<file path="src/shared/ebr_map.svh">
// register offsets, field positions and reset values for the refresh/bus control block
`ifndef EBR_MAP_SVH
`define EBR_MAP_SVH
`define EBR_OFF_PERIOD 16'hfed9
`define EBR_OFF_CTRL 16'hfed8
`define EBR_OFF_COUNT 16'hfeda
`define EBR_OFF_STATUS 16'hfedc
`define EBR_BIT_IDLE 0
`define EBR_BIT_BREL 1
`define EBR_BIT_PRE2 2
`define EBR_BIT_RFEN 3
`define EBR_RST_CTRL 4'h0
`define EBR_RST_PERIOD 8'hff
`define EBR_RST_COUNT 8'h00
// the offsets above are word indexes; the register bus sees the low 16 bits of four times the index
`define EBR_BYTE_ADDR(idx) (16'((idx) << 2))
`endif

</file>
<file path="src/shared/ebr_pkg.sv">
// types shared by the refresh/bus control block
package ebr_pkg;
	typedef struct packed {
		logic refresh_en;
		logic pre_two;
		logic brel_en;
		logic idle_en;
	} ebr_ctrl_t;
	typedef struct packed {
		logic valid;
		logic read;
		logic [2:0] area;
	} ebr_cyc_t;
	typedef enum logic [2:0] {ST_IDLE, ST_ACCESS, ST_GAP, ST_PRE, ST_RELEASED} ebr_state_t;
endpackage

</file>
<file path="src/verilog/ebr_ctrl.sv">
// external bus controller: idle insert, bus release, precharge and refresh timer
//
// The AXI4-Lite slave port was left to the implementer.
`timescale 1ns/1ps
`include "ebr_map.svh"

////////////////////////////////////////////////////////////////////////////////
// Overview of operation
// RL1 - with idle insert set, one idle cycle separates back-to-back external reads to different areas.
// RL2 - the external bus is granted to an outside master only while bus release is enabled.
// RL3 - a dram precharge lasts one state with the length bit at 0 and two states at 1.
// RL4 - refresh activity happens only while refresh enable is set.
// RL5 - the refresh timer counter advances each clock and software reads and writes it as 8 bits.
// RL6 - the 8-bit refresh period constant sets the count at which a compare match occurs.
// RL7 - on a match with refresh enabled a refresh request is raised and the counter restarts at 0.
module ebr_ctrl
	import ebr_pkg::*;
(
	input wire logic core_clk,
	input wire logic rst,
	input wire logic [15:0] s_axi_awaddr,
	input wire logic s_axi_awvalid,
	output logic s_axi_awready,
	input wire logic [31:0] s_axi_wdata,
	input wire logic [3:0] s_axi_wstrb,
	input wire logic s_axi_wvalid,
	output logic s_axi_wready,
	output logic [1:0] s_axi_bresp,
	output logic s_axi_bvalid,
	input wire logic s_axi_bready,
	input wire logic [15:0] s_axi_araddr,
	input wire logic s_axi_arvalid,
	output logic s_axi_arready,
	output logic [31:0] s_axi_rdata,
	output logic [1:0] s_axi_rresp,
	output logic s_axi_rvalid,
	input wire logic s_axi_rready,
	input wire ebr_cyc_t cyc_req,
	input wire logic dram_cyc,
	output logic cyc_start,
	output logic idle_cyc,
	output logic precharge,
	input wire logic ext_breq,
	output logic ext_back,
	output logic refresh_req,
	input wire logic refresh_ack
);
	ebr_ctrl_t ctrl_q;
	logic [7:0] period_q, count_q;
	logic [15:0] awaddr_q;
	logic [31:0] wdata_q;
	logic [3:0] wstrb_q;
	logic aw_have_q, w_have_q;
	ebr_state_t state_q;
	logic [2:0] last_area_q;
	logic last_read_q, last_dram_q;
	logic pre_cnt_q;
	logic breq_s1_q, breq_s2_q;

	////////////////////////////////////////////////////////////////////////////////
	// axi write side: address and data held until both are present
	wire aw_take = s_axi_awvalid && s_axi_awready;
	wire w_take = s_axi_wvalid && s_axi_wready;
	wire [15:0] wa = aw_have_q ? awaddr_q : s_axi_awaddr;
	wire [31:0] wd = w_have_q ? wdata_q : s_axi_wdata;
	wire [3:0] ws = w_have_q ? wstrb_q : s_axi_wstrb;
	wire aw_ok = aw_have_q || aw_take;
	wire w_ok = w_have_q || w_take;
	wire wr_fire = aw_ok && w_ok && !s_axi_bvalid;
	// one register to an aligned word; odd word offsets still land on aligned byte addresses
	wire wr_hit_ctrl = wa == `EBR_BYTE_ADDR(`EBR_OFF_CTRL);
	wire wr_hit_per = wa == `EBR_BYTE_ADDR(`EBR_OFF_PERIOD);
	wire wr_hit_cnt = wa == `EBR_BYTE_ADDR(`EBR_OFF_COUNT);
	wire wr_hit_stat = wa == `EBR_BYTE_ADDR(`EBR_OFF_STATUS);
	wire wr_mapped = wr_hit_ctrl || wr_hit_per || wr_hit_cnt || wr_hit_stat;
	// only lane 0 carries the 8-bit registers
	wire wr_lane0 = wr_fire && ws[0];

	always_ff @(posedge core_clk or posedge rst)
		if (rst)
		begin
			s_axi_awready <= 1'b0;
			s_axi_wready <= 1'b0;
			aw_have_q <= 1'b0;
			w_have_q <= 1'b0;
			awaddr_q <= 16'h0000;
			wdata_q <= 32'h0000_0000;
			wstrb_q <= 4'h0;
			s_axi_bvalid <= 1'b0;
			s_axi_bresp <= 2'b00;
		end
		else
		begin
			s_axi_awready <= !aw_ok && !s_axi_bvalid;
			s_axi_wready <= !w_ok && !s_axi_bvalid;
			if (aw_take)
				awaddr_q <= s_axi_awaddr;
			if (w_take)
			begin
				wdata_q <= s_axi_wdata;
				wstrb_q <= s_axi_wstrb;
			end
			aw_have_q <= aw_ok && !wr_fire;
			w_have_q <= w_ok && !wr_fire;
			if (wr_fire)
			begin
				s_axi_bvalid <= 1'b1;
				s_axi_bresp <= wr_mapped ? 2'b00 : 2'b10;
			end
			else if (s_axi_bready)
				s_axi_bvalid <= 1'b0;
		end

	////////////////////////////////////////////////////////////////////////////////
	// axi read side: one cycle after the address is taken
	wire ar_take = s_axi_arvalid && s_axi_arready;
	// read decode on the same word addresses as the write side
	wire rd_hit_ctrl = s_axi_araddr == `EBR_BYTE_ADDR(`EBR_OFF_CTRL);
	wire rd_hit_per = s_axi_araddr == `EBR_BYTE_ADDR(`EBR_OFF_PERIOD);
	wire rd_hit_cnt = s_axi_araddr == `EBR_BYTE_ADDR(`EBR_OFF_COUNT);
	wire rd_hit_stat = s_axi_araddr == `EBR_BYTE_ADDR(`EBR_OFF_STATUS);
	wire [31:0] rd_val = rd_hit_ctrl ? {28'h000_0000, ctrl_q} :
		rd_hit_per ? {24'h00_0000, period_q} :
		rd_hit_cnt ? {24'h00_0000, count_q} :
		rd_hit_stat ? {26'h000_0000, refresh_req, ext_back, precharge, state_q} :
		32'h0000_0000;
	wire rd_mapped = rd_hit_ctrl || rd_hit_per || rd_hit_cnt || rd_hit_stat;

	always_ff @(posedge core_clk or posedge rst)
		if (rst)
		begin
			s_axi_arready <= 1'b0;
			s_axi_rvalid <= 1'b0;
			s_axi_rdata <= 32'h0000_0000;
			s_axi_rresp <= 2'b00;
		end
		else
		begin
			// no new address while an answer waits, so read data is never overwritten
			s_axi_arready <= !s_axi_rvalid && !ar_take;
			if (ar_take)
			begin
				s_axi_rvalid <= 1'b1;
				s_axi_rdata <= rd_val;
				s_axi_rresp <= rd_mapped ? 2'b00 : 2'b10;
			end
			else if (s_axi_rready)
				s_axi_rvalid <= 1'b0;
		end

	////////////////////////////////////////////////////////////////////////////////
	// control and period registers
	always_ff @(posedge core_clk or posedge rst)
		if (rst)
		begin
			ctrl_q <= `EBR_RST_CTRL;
			period_q <= `EBR_RST_PERIOD;
		end
		else if (wr_lane0)
		begin
			if (wr_hit_ctrl)
				ctrl_q <= wd[3:0];
			if (wr_hit_per)
				period_q <= wd[7:0]; // [RL6]
		end

	////////////////////////////////////////////////////////////////////////////////
	// refresh timer: compare match restarts the count, software write wins
	wire match = ctrl_q.refresh_en && count_q == period_q; // [RL6]
	always_ff @(posedge core_clk or posedge rst)
		if (rst)
		begin
			count_q <= `EBR_RST_COUNT;
			refresh_req <= 1'b0;
		end
		else
		begin
			if (wr_lane0 && wr_hit_cnt)
				count_q <= wd[7:0]; // [RL5]
			else if (!ctrl_q.refresh_en)
				count_q <= `EBR_RST_COUNT; // [RL4]
			else if (match)
				count_q <= `EBR_RST_COUNT; // [RL7]
			else
				count_q <= count_q + 8'h01; // [RL5]
			// a new match wins over the acknowledge in the same cycle
			if (match)
				refresh_req <= 1'b1; // [RL7]
			else if (refresh_ack || !ctrl_q.refresh_en)
				refresh_req <= 1'b0; // [RL4]
		end

	////////////////////////////////////////////////////////////////////////////////
	// bus cycle sequencer
	wire breq_sync = breq_s2_q;
	wire need_gap = ctrl_q.idle_en && last_read_q && cyc_req.read &&
		cyc_req.area != last_area_q; // [RL1]
	wire can_release = ctrl_q.brel_en && breq_sync; // [RL2]

	always_ff @(posedge core_clk or posedge rst)
		if (rst)
		begin
			breq_s1_q <= 1'b0;
			breq_s2_q <= 1'b0;
			state_q <= ST_IDLE;
			cyc_start <= 1'b0;
			idle_cyc <= 1'b0;
			precharge <= 1'b0;
			ext_back <= 1'b0;
			last_area_q <= 3'h0;
			last_read_q <= 1'b0;
			last_dram_q <= 1'b0;
			pre_cnt_q <= 1'b0;
		end
		else
		begin
			breq_s1_q <= ext_breq;
			breq_s2_q <= breq_s1_q;
			cyc_start <= 1'b0;
			idle_cyc <= 1'b0;
			precharge <= 1'b0;
			case (state_q)
				ST_IDLE, ST_ACCESS:
					if (state_q == ST_ACCESS && last_dram_q)
					begin
						// precharge follows each dram access
						state_q <= ST_PRE;
						precharge <= 1'b1;
						pre_cnt_q <= ctrl_q.pre_two; // [RL3]
					end
					else if (can_release)
					begin
						state_q <= ST_RELEASED;
						ext_back <= 1'b1; // [RL2]
					end
					else if (cyc_req.valid && need_gap)
					begin
						state_q <= ST_GAP;
						idle_cyc <= 1'b1; // [RL1]
						last_read_q <= 1'b0;
					end
					else if (cyc_req.valid)
					begin
						state_q <= ST_ACCESS;
						cyc_start <= 1'b1;
						last_area_q <= cyc_req.area;
						last_read_q <= cyc_req.read;
						last_dram_q <= dram_cyc;
					end
					else
					begin
						state_q <= ST_IDLE;
						last_read_q <= 1'b0;
					end
				ST_GAP:
					state_q <= ST_IDLE;
				ST_PRE:
					if (pre_cnt_q)
					begin
						precharge <= 1'b1; // [RL3]
						pre_cnt_q <= 1'b0;
					end
					else
					begin
						state_q <= ST_IDLE;
						last_dram_q <= 1'b0;
					end
				ST_RELEASED:
					if (!breq_sync || !ctrl_q.brel_en)
					begin
						state_q <= ST_IDLE;
						ext_back <= 1'b0;
						last_read_q <= 1'b0;
					end
				default:
					state_q <= ST_IDLE;
			endcase
		end

	////////////////////////////////////////////////////////////////////////////////
	// checks
	bus_release_a: assert property (@(posedge core_clk) disable iff (rst) // [RL2]
		$rose(ext_back) |-> $past(ctrl_q.brel_en))
		else $error("bus granted while release disabled");
	idle_gap_a: assert property (@(posedge core_clk) disable iff (rst) // [RL1]
		idle_cyc |-> ctrl_q.idle_en ##1 !cyc_start)
		else $error("idle cycle without idle insert");
	pre_two_a: assert property (@(posedge core_clk) disable iff (rst) // [RL3]
		$rose(precharge) && ctrl_q.pre_two |=> precharge ##1 !precharge)
		else $error("two-state precharge wrong length");
	pre_one_a: assert property (@(posedge core_clk) disable iff (rst) // [RL3]
		$rose(precharge) && !ctrl_q.pre_two |=> !precharge)
		else $error("one-state precharge wrong length");
	refresh_off_a: assert property (@(posedge core_clk) disable iff (rst) // [RL4]
		!$past(ctrl_q.refresh_en) |-> !$rose(refresh_req))
		else $error("refresh raised while disabled");
	count_step_a: assert property (@(posedge core_clk) disable iff (rst) // [RL5]
		ctrl_q.refresh_en && !match && !wr_lane0 |=> count_q == $past(count_q) + 8'h01)
		else $error("refresh counter did not advance");
	match_req_a: assert property (@(posedge core_clk) disable iff (rst) // [RL6]
		match |=> refresh_req)
		else $error("compare match without refresh request");
	match_clr_a: assert property (@(posedge core_clk) disable iff (rst) // [RL7]
		match && !wr_lane0 |=> count_q == 8'h00)
		else $error("counter not restarted after match");
endmodule

</file>
<file path="config.mk">
export PLATFORM = sky130hd
export DESIGN_NAME = ebr_ctrl
export DESIGN_NICKNAME = d
export VERILOG_FILES = /design/src/shared/ebr_pkg.sv /design/src/verilog/ebr_ctrl.sv
export VERILOG_INCLUDE_DIRS = /design/src /design/src/shared
export SDC_FILE = /design/constraint.sdc
export NUM_CORES = 1
export LEC_CHECK = 0
export ABC_AREA = 1
export BUFFER_PORTS_ARGS = -buffer_cell sky130_fd_sc_hd__buf_2
export CELL_PAD_IN_SITES_DETAIL_PLACEMENT = 1
export CELL_PAD_IN_SITES_GLOBAL_PLACEMENT = 1
export CORE_ASPECT_RATIO = 2
export CORE_MARGIN = 1.5
export CORE_UTILIZATION = 33
export CTS_BUF_LIST = sky130_fd_sc_hd__clkbuf_16
export DETAILED_ROUTE_END_ITERATION = 16
export GPL_ROUTABILITY_DRIVEN = 0
export PLACE_DENSITY = 0.75
export REMOVE_ABC_BUFFERS = 1
export SETUP_SLACK_MARGIN = 0.15
export SYNTH_ARGS = -nofsm -noshare
export SYNTH_HDL_FRONTEND = slang
export SYNTH_SLANG_ARGS = --single-unit
</file>
<file path="constraint.sdc">
create_clock -name core_clk -period 2 [get_ports core_clk]
set_input_delay 0.2 -clock core_clk [delete_from_list [all_inputs] [get_ports core_clk]]
set_output_delay 0.2 -clock core_clk [all_outputs]
set_load 0.02 [all_outputs]
</file>
Word level (Yosys, flattened, before mapping)
Index checks and enable logic that the tools add are counted.

storage, ports and cells
  flip-flop bits (word level) = 104
  input port bits = 83
  output and inout bits = 46
  logic and storage cells = 163

operators by class
  $add $sub $neg = 1
  eq/ne operators = 21
  multiplexer cells = 54
  bitwise gates (word level) = 3
  reductions and logical operators = 53

operator list
  kind                                                             number
  16-bit == test, second input constant                            8
  8-bit 2-to-1 mux                                                 7
  1-bit 2-to-1 mux                                                 32
  1-bit logical AND                                                19
  16-bit 2-to-1 mux                                                1
  2-bit inequality test, second input constant                     8
  3-bit 2-to-1 mux                                                 4
  1-bit logical OR                                                 10
  1-bit one-hot mux with 2 select lines                            5
  2-bit nonzero test                                               5
  1-bit logical NOT                                                9
  3-bit one-hot mux with 3 select lines                            1
  8-bit by 1-bit adder with 8-bit output, second input constant    1
  8-bit == test                                                    1
  2-bit AND reduction                                              4
  4-bit AND reduction                                              2
  2-bit 2-to-1 mux                                                 3
  6-bit 2-to-1 mux                                                 1
  6-bit AND reduction                                              1
  5-bit AND reduction                                              1
  3-bit by 1-bit == test with 1-bit output, second input constant  1
  3-bit by 2-bit == test with 1-bit output, second input constant  1
  3-bit == test, second input constant                             1
  3-bit logical NOT                                                1
  other kinds (3)                                                  5

Logic depth before layout (Yosys ltp)
  depth in word-level cells = 8
  mapped depth = 11
  gate-level depth less buffers = 10

Worst setup path after synthesis
No wires, ideal clock.

  kind = reg-to-reg
  from = register s_axi_wready
  to = register period_q[7]
  library setup time = 79 ps
  data arrival time = 1324 ps
  required time = 1921 ps
  setup slack = 597 ps
  stages on the path, launching flop included = 9
  path buffers = 0
  period minus slack after synthesis = 1403 ps
  cells stage by stage = dfrtp_1 > nand2_2 > nand2_2 > nand3_4 > nor2_8 > inv_4 > nor2_8 > nand2_1 > o21ai_0

between the ends
  cells in the longest elaborated chain, start to end = 6

ends and longest elaborated chain
  item                             RTL line         text
  start: declaration               ebr_ctrl.sv:27   output logic s_axi_wready,
  start signal: assignment         ebr_ctrl.sv:95   s_axi_wready <= !w_ok && !s_axi_bvalid;
  1-bit logical AND                ebr_ctrl.sv:63   wire w_take = s_axi_wvalid && s_axi_wready;
  1-bit logical OR                 ebr_ctrl.sv:68   wire w_ok = w_have_q || w_take;
  1-bit logical AND (2 in series)  ebr_ctrl.sv:69   wire wr_fire = aw_ok && w_ok && !s_axi_bvalid;
  1-bit logical AND                ebr_ctrl.sv:77   wire wr_lane0 = wr_fire && ws[0];
  2-bit AND reduction (no line)    -
  end signal: assignment           ebr_ctrl.sv:157  period_q <= `EBR_RST_PERIOD;
  end signal: assignment           ebr_ctrl.sv:164  period_q <= wd[7:0];
  end: declaration                 ebr_ctrl.sv:49   logic [7:0] period_q, count_q;

Every way passes these cells.
A chain may end at the register's enable or synchronous reset.

Worst setup path in the final report
  from = register aw_have_q
  to = register ctrl_q[3] (netlist bit)

between the ends
  cells in the longest elaborated chain, start to end = 5
  elaborated cells on any way between the ends = 7
  those cells by class = eq/ne (1); mux (1); reduce/logical (5)

ends and longest elaborated chain
  item                                                                       RTL line         text
  start: declaration                                                         ebr_ctrl.sv:53   logic aw_have_q, w_have_q;
  start signal: assignment                                                   ebr_ctrl.sv:103  aw_have_q <= aw_ok && !wr_fire;
  parallel branches: the longest is 4 deep, another holds 16-bit 2-to-1 mux  -
  2-bit AND reduction (no line) *                                            -
  end signal: assignment                                                     ebr_ctrl.sv:156  ctrl_q <= `EBR_RST_CTRL;
  end signal: assignment                                                     ebr_ctrl.sv:162  ctrl_q <= wd[3:0];
  end: declaration                                                           ebr_ctrl.sv:48   ebr_ctrl_t ctrl_q;

Mark *: on every way between the ends.

==> flow_results.xml <==
<?xml version="1.0" encoding="UTF-8"?>
<metrics>
  <group name="outcome">
    <metric name="status" unit="">finished clean</metric>
  </group>
  <group name="pwr">
    <metric name="worst_ir_drop_vdd" unit="mV">0.692</metric>
    <metric name="total_leakage_power" unit="nW">2.86</metric>
    <metric name="power_density" unit="nW/um^2">1070</metric>
  </group>
  <group name="global_route">
    <metric name="grt_remaining_overflow" unit="">0</metric>
    <metric name="antenna_found_initial" unit="">0</metric>
    <metric name="track_usage" unit="%">16.2</metric>
    <metric name="grt_start_max_net_pins" unit="">79</metric>
    <metric name="first_global_vias" unit="">4053</metric>
    <metric name="grt_pass1_wl" unit="mm">17.8</metric>
  </group>
  <group name="layout">
    <metric name="final_design_area_no_fill" unit="um^2">5060</metric>
    <metric name="nFillCells" unit="">1605</metric>
    <metric name="area.sequential" unit="um^2">1960</metric>
    <metric name="fin_nets" unit="">718</metric>
    <metric name="final_layout_size_suffix_gt1_share" unit="%">20.3</metric>
    <metric name="fin_util" unit="%">40.1</metric>
    <metric name="multi_input_comb_area" unit="um^2">1910</metric>
    <metric name="antenna_cells_inserted" unit="">0</metric>
    <metric name="finalNonFillerCells" unit="">789</metric>
    <metric name="syn2layout_area_growth" unit="%">17.9</metric>
  </group>
  <group name="synth">
    <metric name="yosysTopAreaCellShare" unit="%">40.8</metric>
    <metric name="avgSynthCellArea" unit="um^2">7.76</metric>
    <metric name="synth-warning-count" unit="">0</metric>
    <metric name="post_synth_num_cell_types" unit="">40</metric>
    <metric name="postSynthRegisterBits" unit="">78</metric>
    <metric name="synth_top_cell_by_area" unit="">dfrtp_1</metric>
    <metric name="yosysMostFrequentCell" unit="">nand2_1</metric>
    <metric name="netlist_instances" unit="">553</metric>
    <metric name="synth_common_cells" unit="">183 x nand2_1, 70 x dfrtp_1, 61 x inv_1</metric>
    <metric name="synth-edff-count" unit="">0</metric>
    <metric name="post_synth_main_area_contributors" unit="">dfrtp_1 41%, nand2_1 16%, inv_1 5.3%</metric>
    <metric name="synth.cell_area" unit="um^2">4290</metric>
    <metric name="dominantRegCellSynth" unit="">dfrtp_1</metric>
    <metric name="synth-seq-area-share" unit="%">45.7</metric>
    <metric name="async_flop_share" unit="%">100</metric>
  </group>
  <group name="clocking">
    <metric name="cts_tree" unit="">built</metric>
    <metric name="tritoncts.num_buffers" unit="">9</metric>
    <metric name="cts_root_buffer" unit="">clkbuf_16</metric>
    <metric name="cts_sinks" unit="">78</metric>
    <metric name="clock_latency" unit="ns">0.34</metric>
    <metric name="clk_pin_slew" unit="ns">0.06</metric>
    <metric name="cts-root-to-sink-buffers" unit="">2</metric>
    <metric name="cts-htree-levels" unit="">3</metric>
  </group>
  <group name="setup_path">
    <metric name="timing.critical_path.from_type" unit="">flop</metric>
    <metric name="critical_path_peak_fanout" unit="">8</metric>
    <metric name="worst-endpoint-arrival" unit="ns">1.87</metric>
    <metric name="timing.critical_path.to_type" unit="">flop</metric>
    <metric name="critical_path_class" unit="">flop to flop</metric>
    <metric name="timing.critical_path.required" unit="ns">2.22</metric>
  </group>
  <group name="route">
    <metric name="drt-total-wl" unit="mm">10.6</metric>
    <metric name="drtAntennaViolNets" unit="">0</metric>
    <metric name="drt_drc_violations_left" unit="">0</metric>
    <metric name="initial_detailed_routing_violation_count" unit="">91</metric>
    <metric name="drt_pre_antenna_iters" unit="">4</metric>
    <metric name="via_count" unit="">3748</metric>
    <metric name="wl_per_cell" unit="um">13.4</metric>
    <metric name="via_per_inst" unit="">4.75</metric>
  </group>
  <group name="floorplanning">
    <metric name="initial_utilization" unit="%">34.0</metric>
    <metric name="die-width" unit="um">83.6</metric>
    <metric name="rows" unit="">58</metric>
    <metric name="total_die_area" unit="um^2">13700</metric>
    <metric name="die-height" unit="um">164</metric>
    <metric name="ioPinCount" unit="">129</metric>
    <metric name="core_area" unit="um^2">12600</metric>
  </group>
  <group name="min_path">
    <metric name="hp-class" unit="">input pin to flop</metric>
  </group>
  <group name="timing">
    <metric name="max_slew_vio_count" unit="">0</metric>
    <metric name="unrepaired_setup_endpoints_after_global_routing" unit="">no</metric>
    <metric name="fmax" unit="MHz">607</metric>
    <metric name="final_period_minus_worst_setup_slack" unit="ns">1.65</metric>
    <metric name="max_slew_margin" unit="%">66.7</metric>
    <metric name="final-hold-violation-count" unit="">0</metric>
    <metric name="timing.clock.skew" unit="ns">0.00745</metric>
    <metric name="worst_pin_slew" unit="ns">0.494</metric>
    <metric name="setup_tns" unit="ns">0</metric>
    <metric name="setup-violations-final" unit="">0</metric>
    <metric name="post-route-period-util" unit="%">82.4</metric>
  </group>
  <group name="place">
    <metric name="port_buffers" unit="">75</metric>
    <metric name="placedCellCount" unit="">771</metric>
    <metric name="placedInstanceArea" unit="um^2">4750</metric>
    <metric name="dp_hpwl" unit="mm">8.42</metric>
  </group>
  <group name="flow_run">
    <metric name="drv.max_cap_violation_count" unit="">0</metric>
  </group>
</metrics>
==> repair_timing <==
item / in CTS / in global routing
hold endpoints to repair: 71 / 0
setup endpoints to repair: 0 / 2
hold buffers: 2 / 0
buffers inserted: 0 / 0
resized for setup: 0 / 1
==> path summary, 6_finish.rpt <==
path / startpoint / endpoint / slack [ns] / cells after the start
worst max-delay path: aw_have_q / ctrl_q[3] / 0.35 / 8
worst min-delay path: s_axi_rready / s_axi_rvalid / 0.02 / 2
worst max register to register: aw_have_q / ctrl_q[3] / 0.35 / 8
worst min register to register: breq_s1_q / breq_s2_q / 0.35 / 0
max in group asynchronous: rst / period_q[1] / 1.14 / 4
min in group asynchronous: rst / wdata_q[7] / 0.49 / 4
==> metrics by stage <==
stage	total power, mW	worst slack, ns	hold WS (ns)
global placement	3.74	0.365	0.312
global route	5.80	0.203	0.0234
finish	5.41	0.352	0.0222
floorplan	3.33	-0.182	0.231
CTS	5.50	0.250	0.00866
detailed placement	3.86	0.290	0.313
==> power breakdown <==
group / internal, mW / switching (mW) / leakage (nW)
clock network: 0.955 / 0.652 / 0.133
registers: 1.99 / 0.267 / 0.985
logic: 0.495 / 1.05 / 1.74
==> state kept, by name, indices dropped and copies added (netlist names), 3 cells and up <==
| signal | cells |
|---|---|
| awaddr_q | 16 |
| count_q | 8 |
| ctrl_q | 4 |
| last_area_q | 3 |
| period_q | 8 |
| s_axi_rdata | 8 |
| state_q | 3 |
| wdata_q | 8 |
==> cells by family (layout without fill, tap and decap cells) <==
family                   Yosys count  after routing  synth area share (%)
buffers and inverters            104            165                  12.0
XOR/XNOR                          15             15                  3.06
flip-flops                        78             78                  45.7
adder cells (fa/ha/maj)            1              1                 0.291
other                              1             26                0.0874
AO/OA/AOI/OAI                     49             49                  5.86
AND/OR/NAND/NOR                  305            305                  33.0
==> layout make-up <==
type                    instances  area share (%)
clock buffers                   9            4.45
repair buffers                 83            8.95
clock inverters                 7            1.29
well taps                     150            3.71
inverters                      66            5.09
flip-flops and latches         78            38.8
multi-input cells             396            37.7
==> critical path: stages, from the launching register on <==
cell and delay, ns:
dfrtp_2 0.49, inv_6 0.13, nand3_1 0.08, nand2_1 0.15
nand2_1 0.11, nor3_4 0.26, nand3_2 0.16, nand2_1 0.10
nand2_1 0.05
==> cells in the final DEF, fill, tap and decap left out, types with 2 or more instances in the layout <==
| cell | n |
|---|---|
| conb_1 | 26 |
| nand2_2 | 5 |
| inv_4 | 2 |
| nand3_1 | 37 |
| clkinv_1 | 3 |
| buf_4 | 5 |
| dlygate4sd3_1 | 2 |
| inv_1 | 60 |
| clkbuf_16 | 9 |
| and2_1 | 3 |
| nand4_1 | 16 |
| a21oi_1 | 5 |
| dfstp_2 | 8 |
| buf_2 | 75 |
| inv_2 | 2 |
| nand2_4 | 6 |
| xnor2_1 | 2 |
| nor2_8 | 2 |
| dfrtp_1 | 69 |
| o21ai_0 | 40 |
| nor2_1 | 37 |
| clkinvlp_4 | 3 |
| nor3_1 | 3 |
| xor2_1 | 13 |
| nand3b_1 | 3 |
| nand2_1 | 183 |
| nand3_4 | 2 |
| nor2_4 | 2 |
==> routing by layer <==
| layer | track usage [%] | vias to the layer above | wire length (um) |
|---|---|---|---|
| met5 | 0 | - | 0 |
| met4 | 7.60 | 0 | 352 |
| met3 | 3.47 | 27 | 378 |
| met2 | 32.3 | 91 | 6120 |
| met1 | 15.2 | 1791 | 3730 |
| li1 | - | 1839 | - |
(Power assumes the default switching activity.)
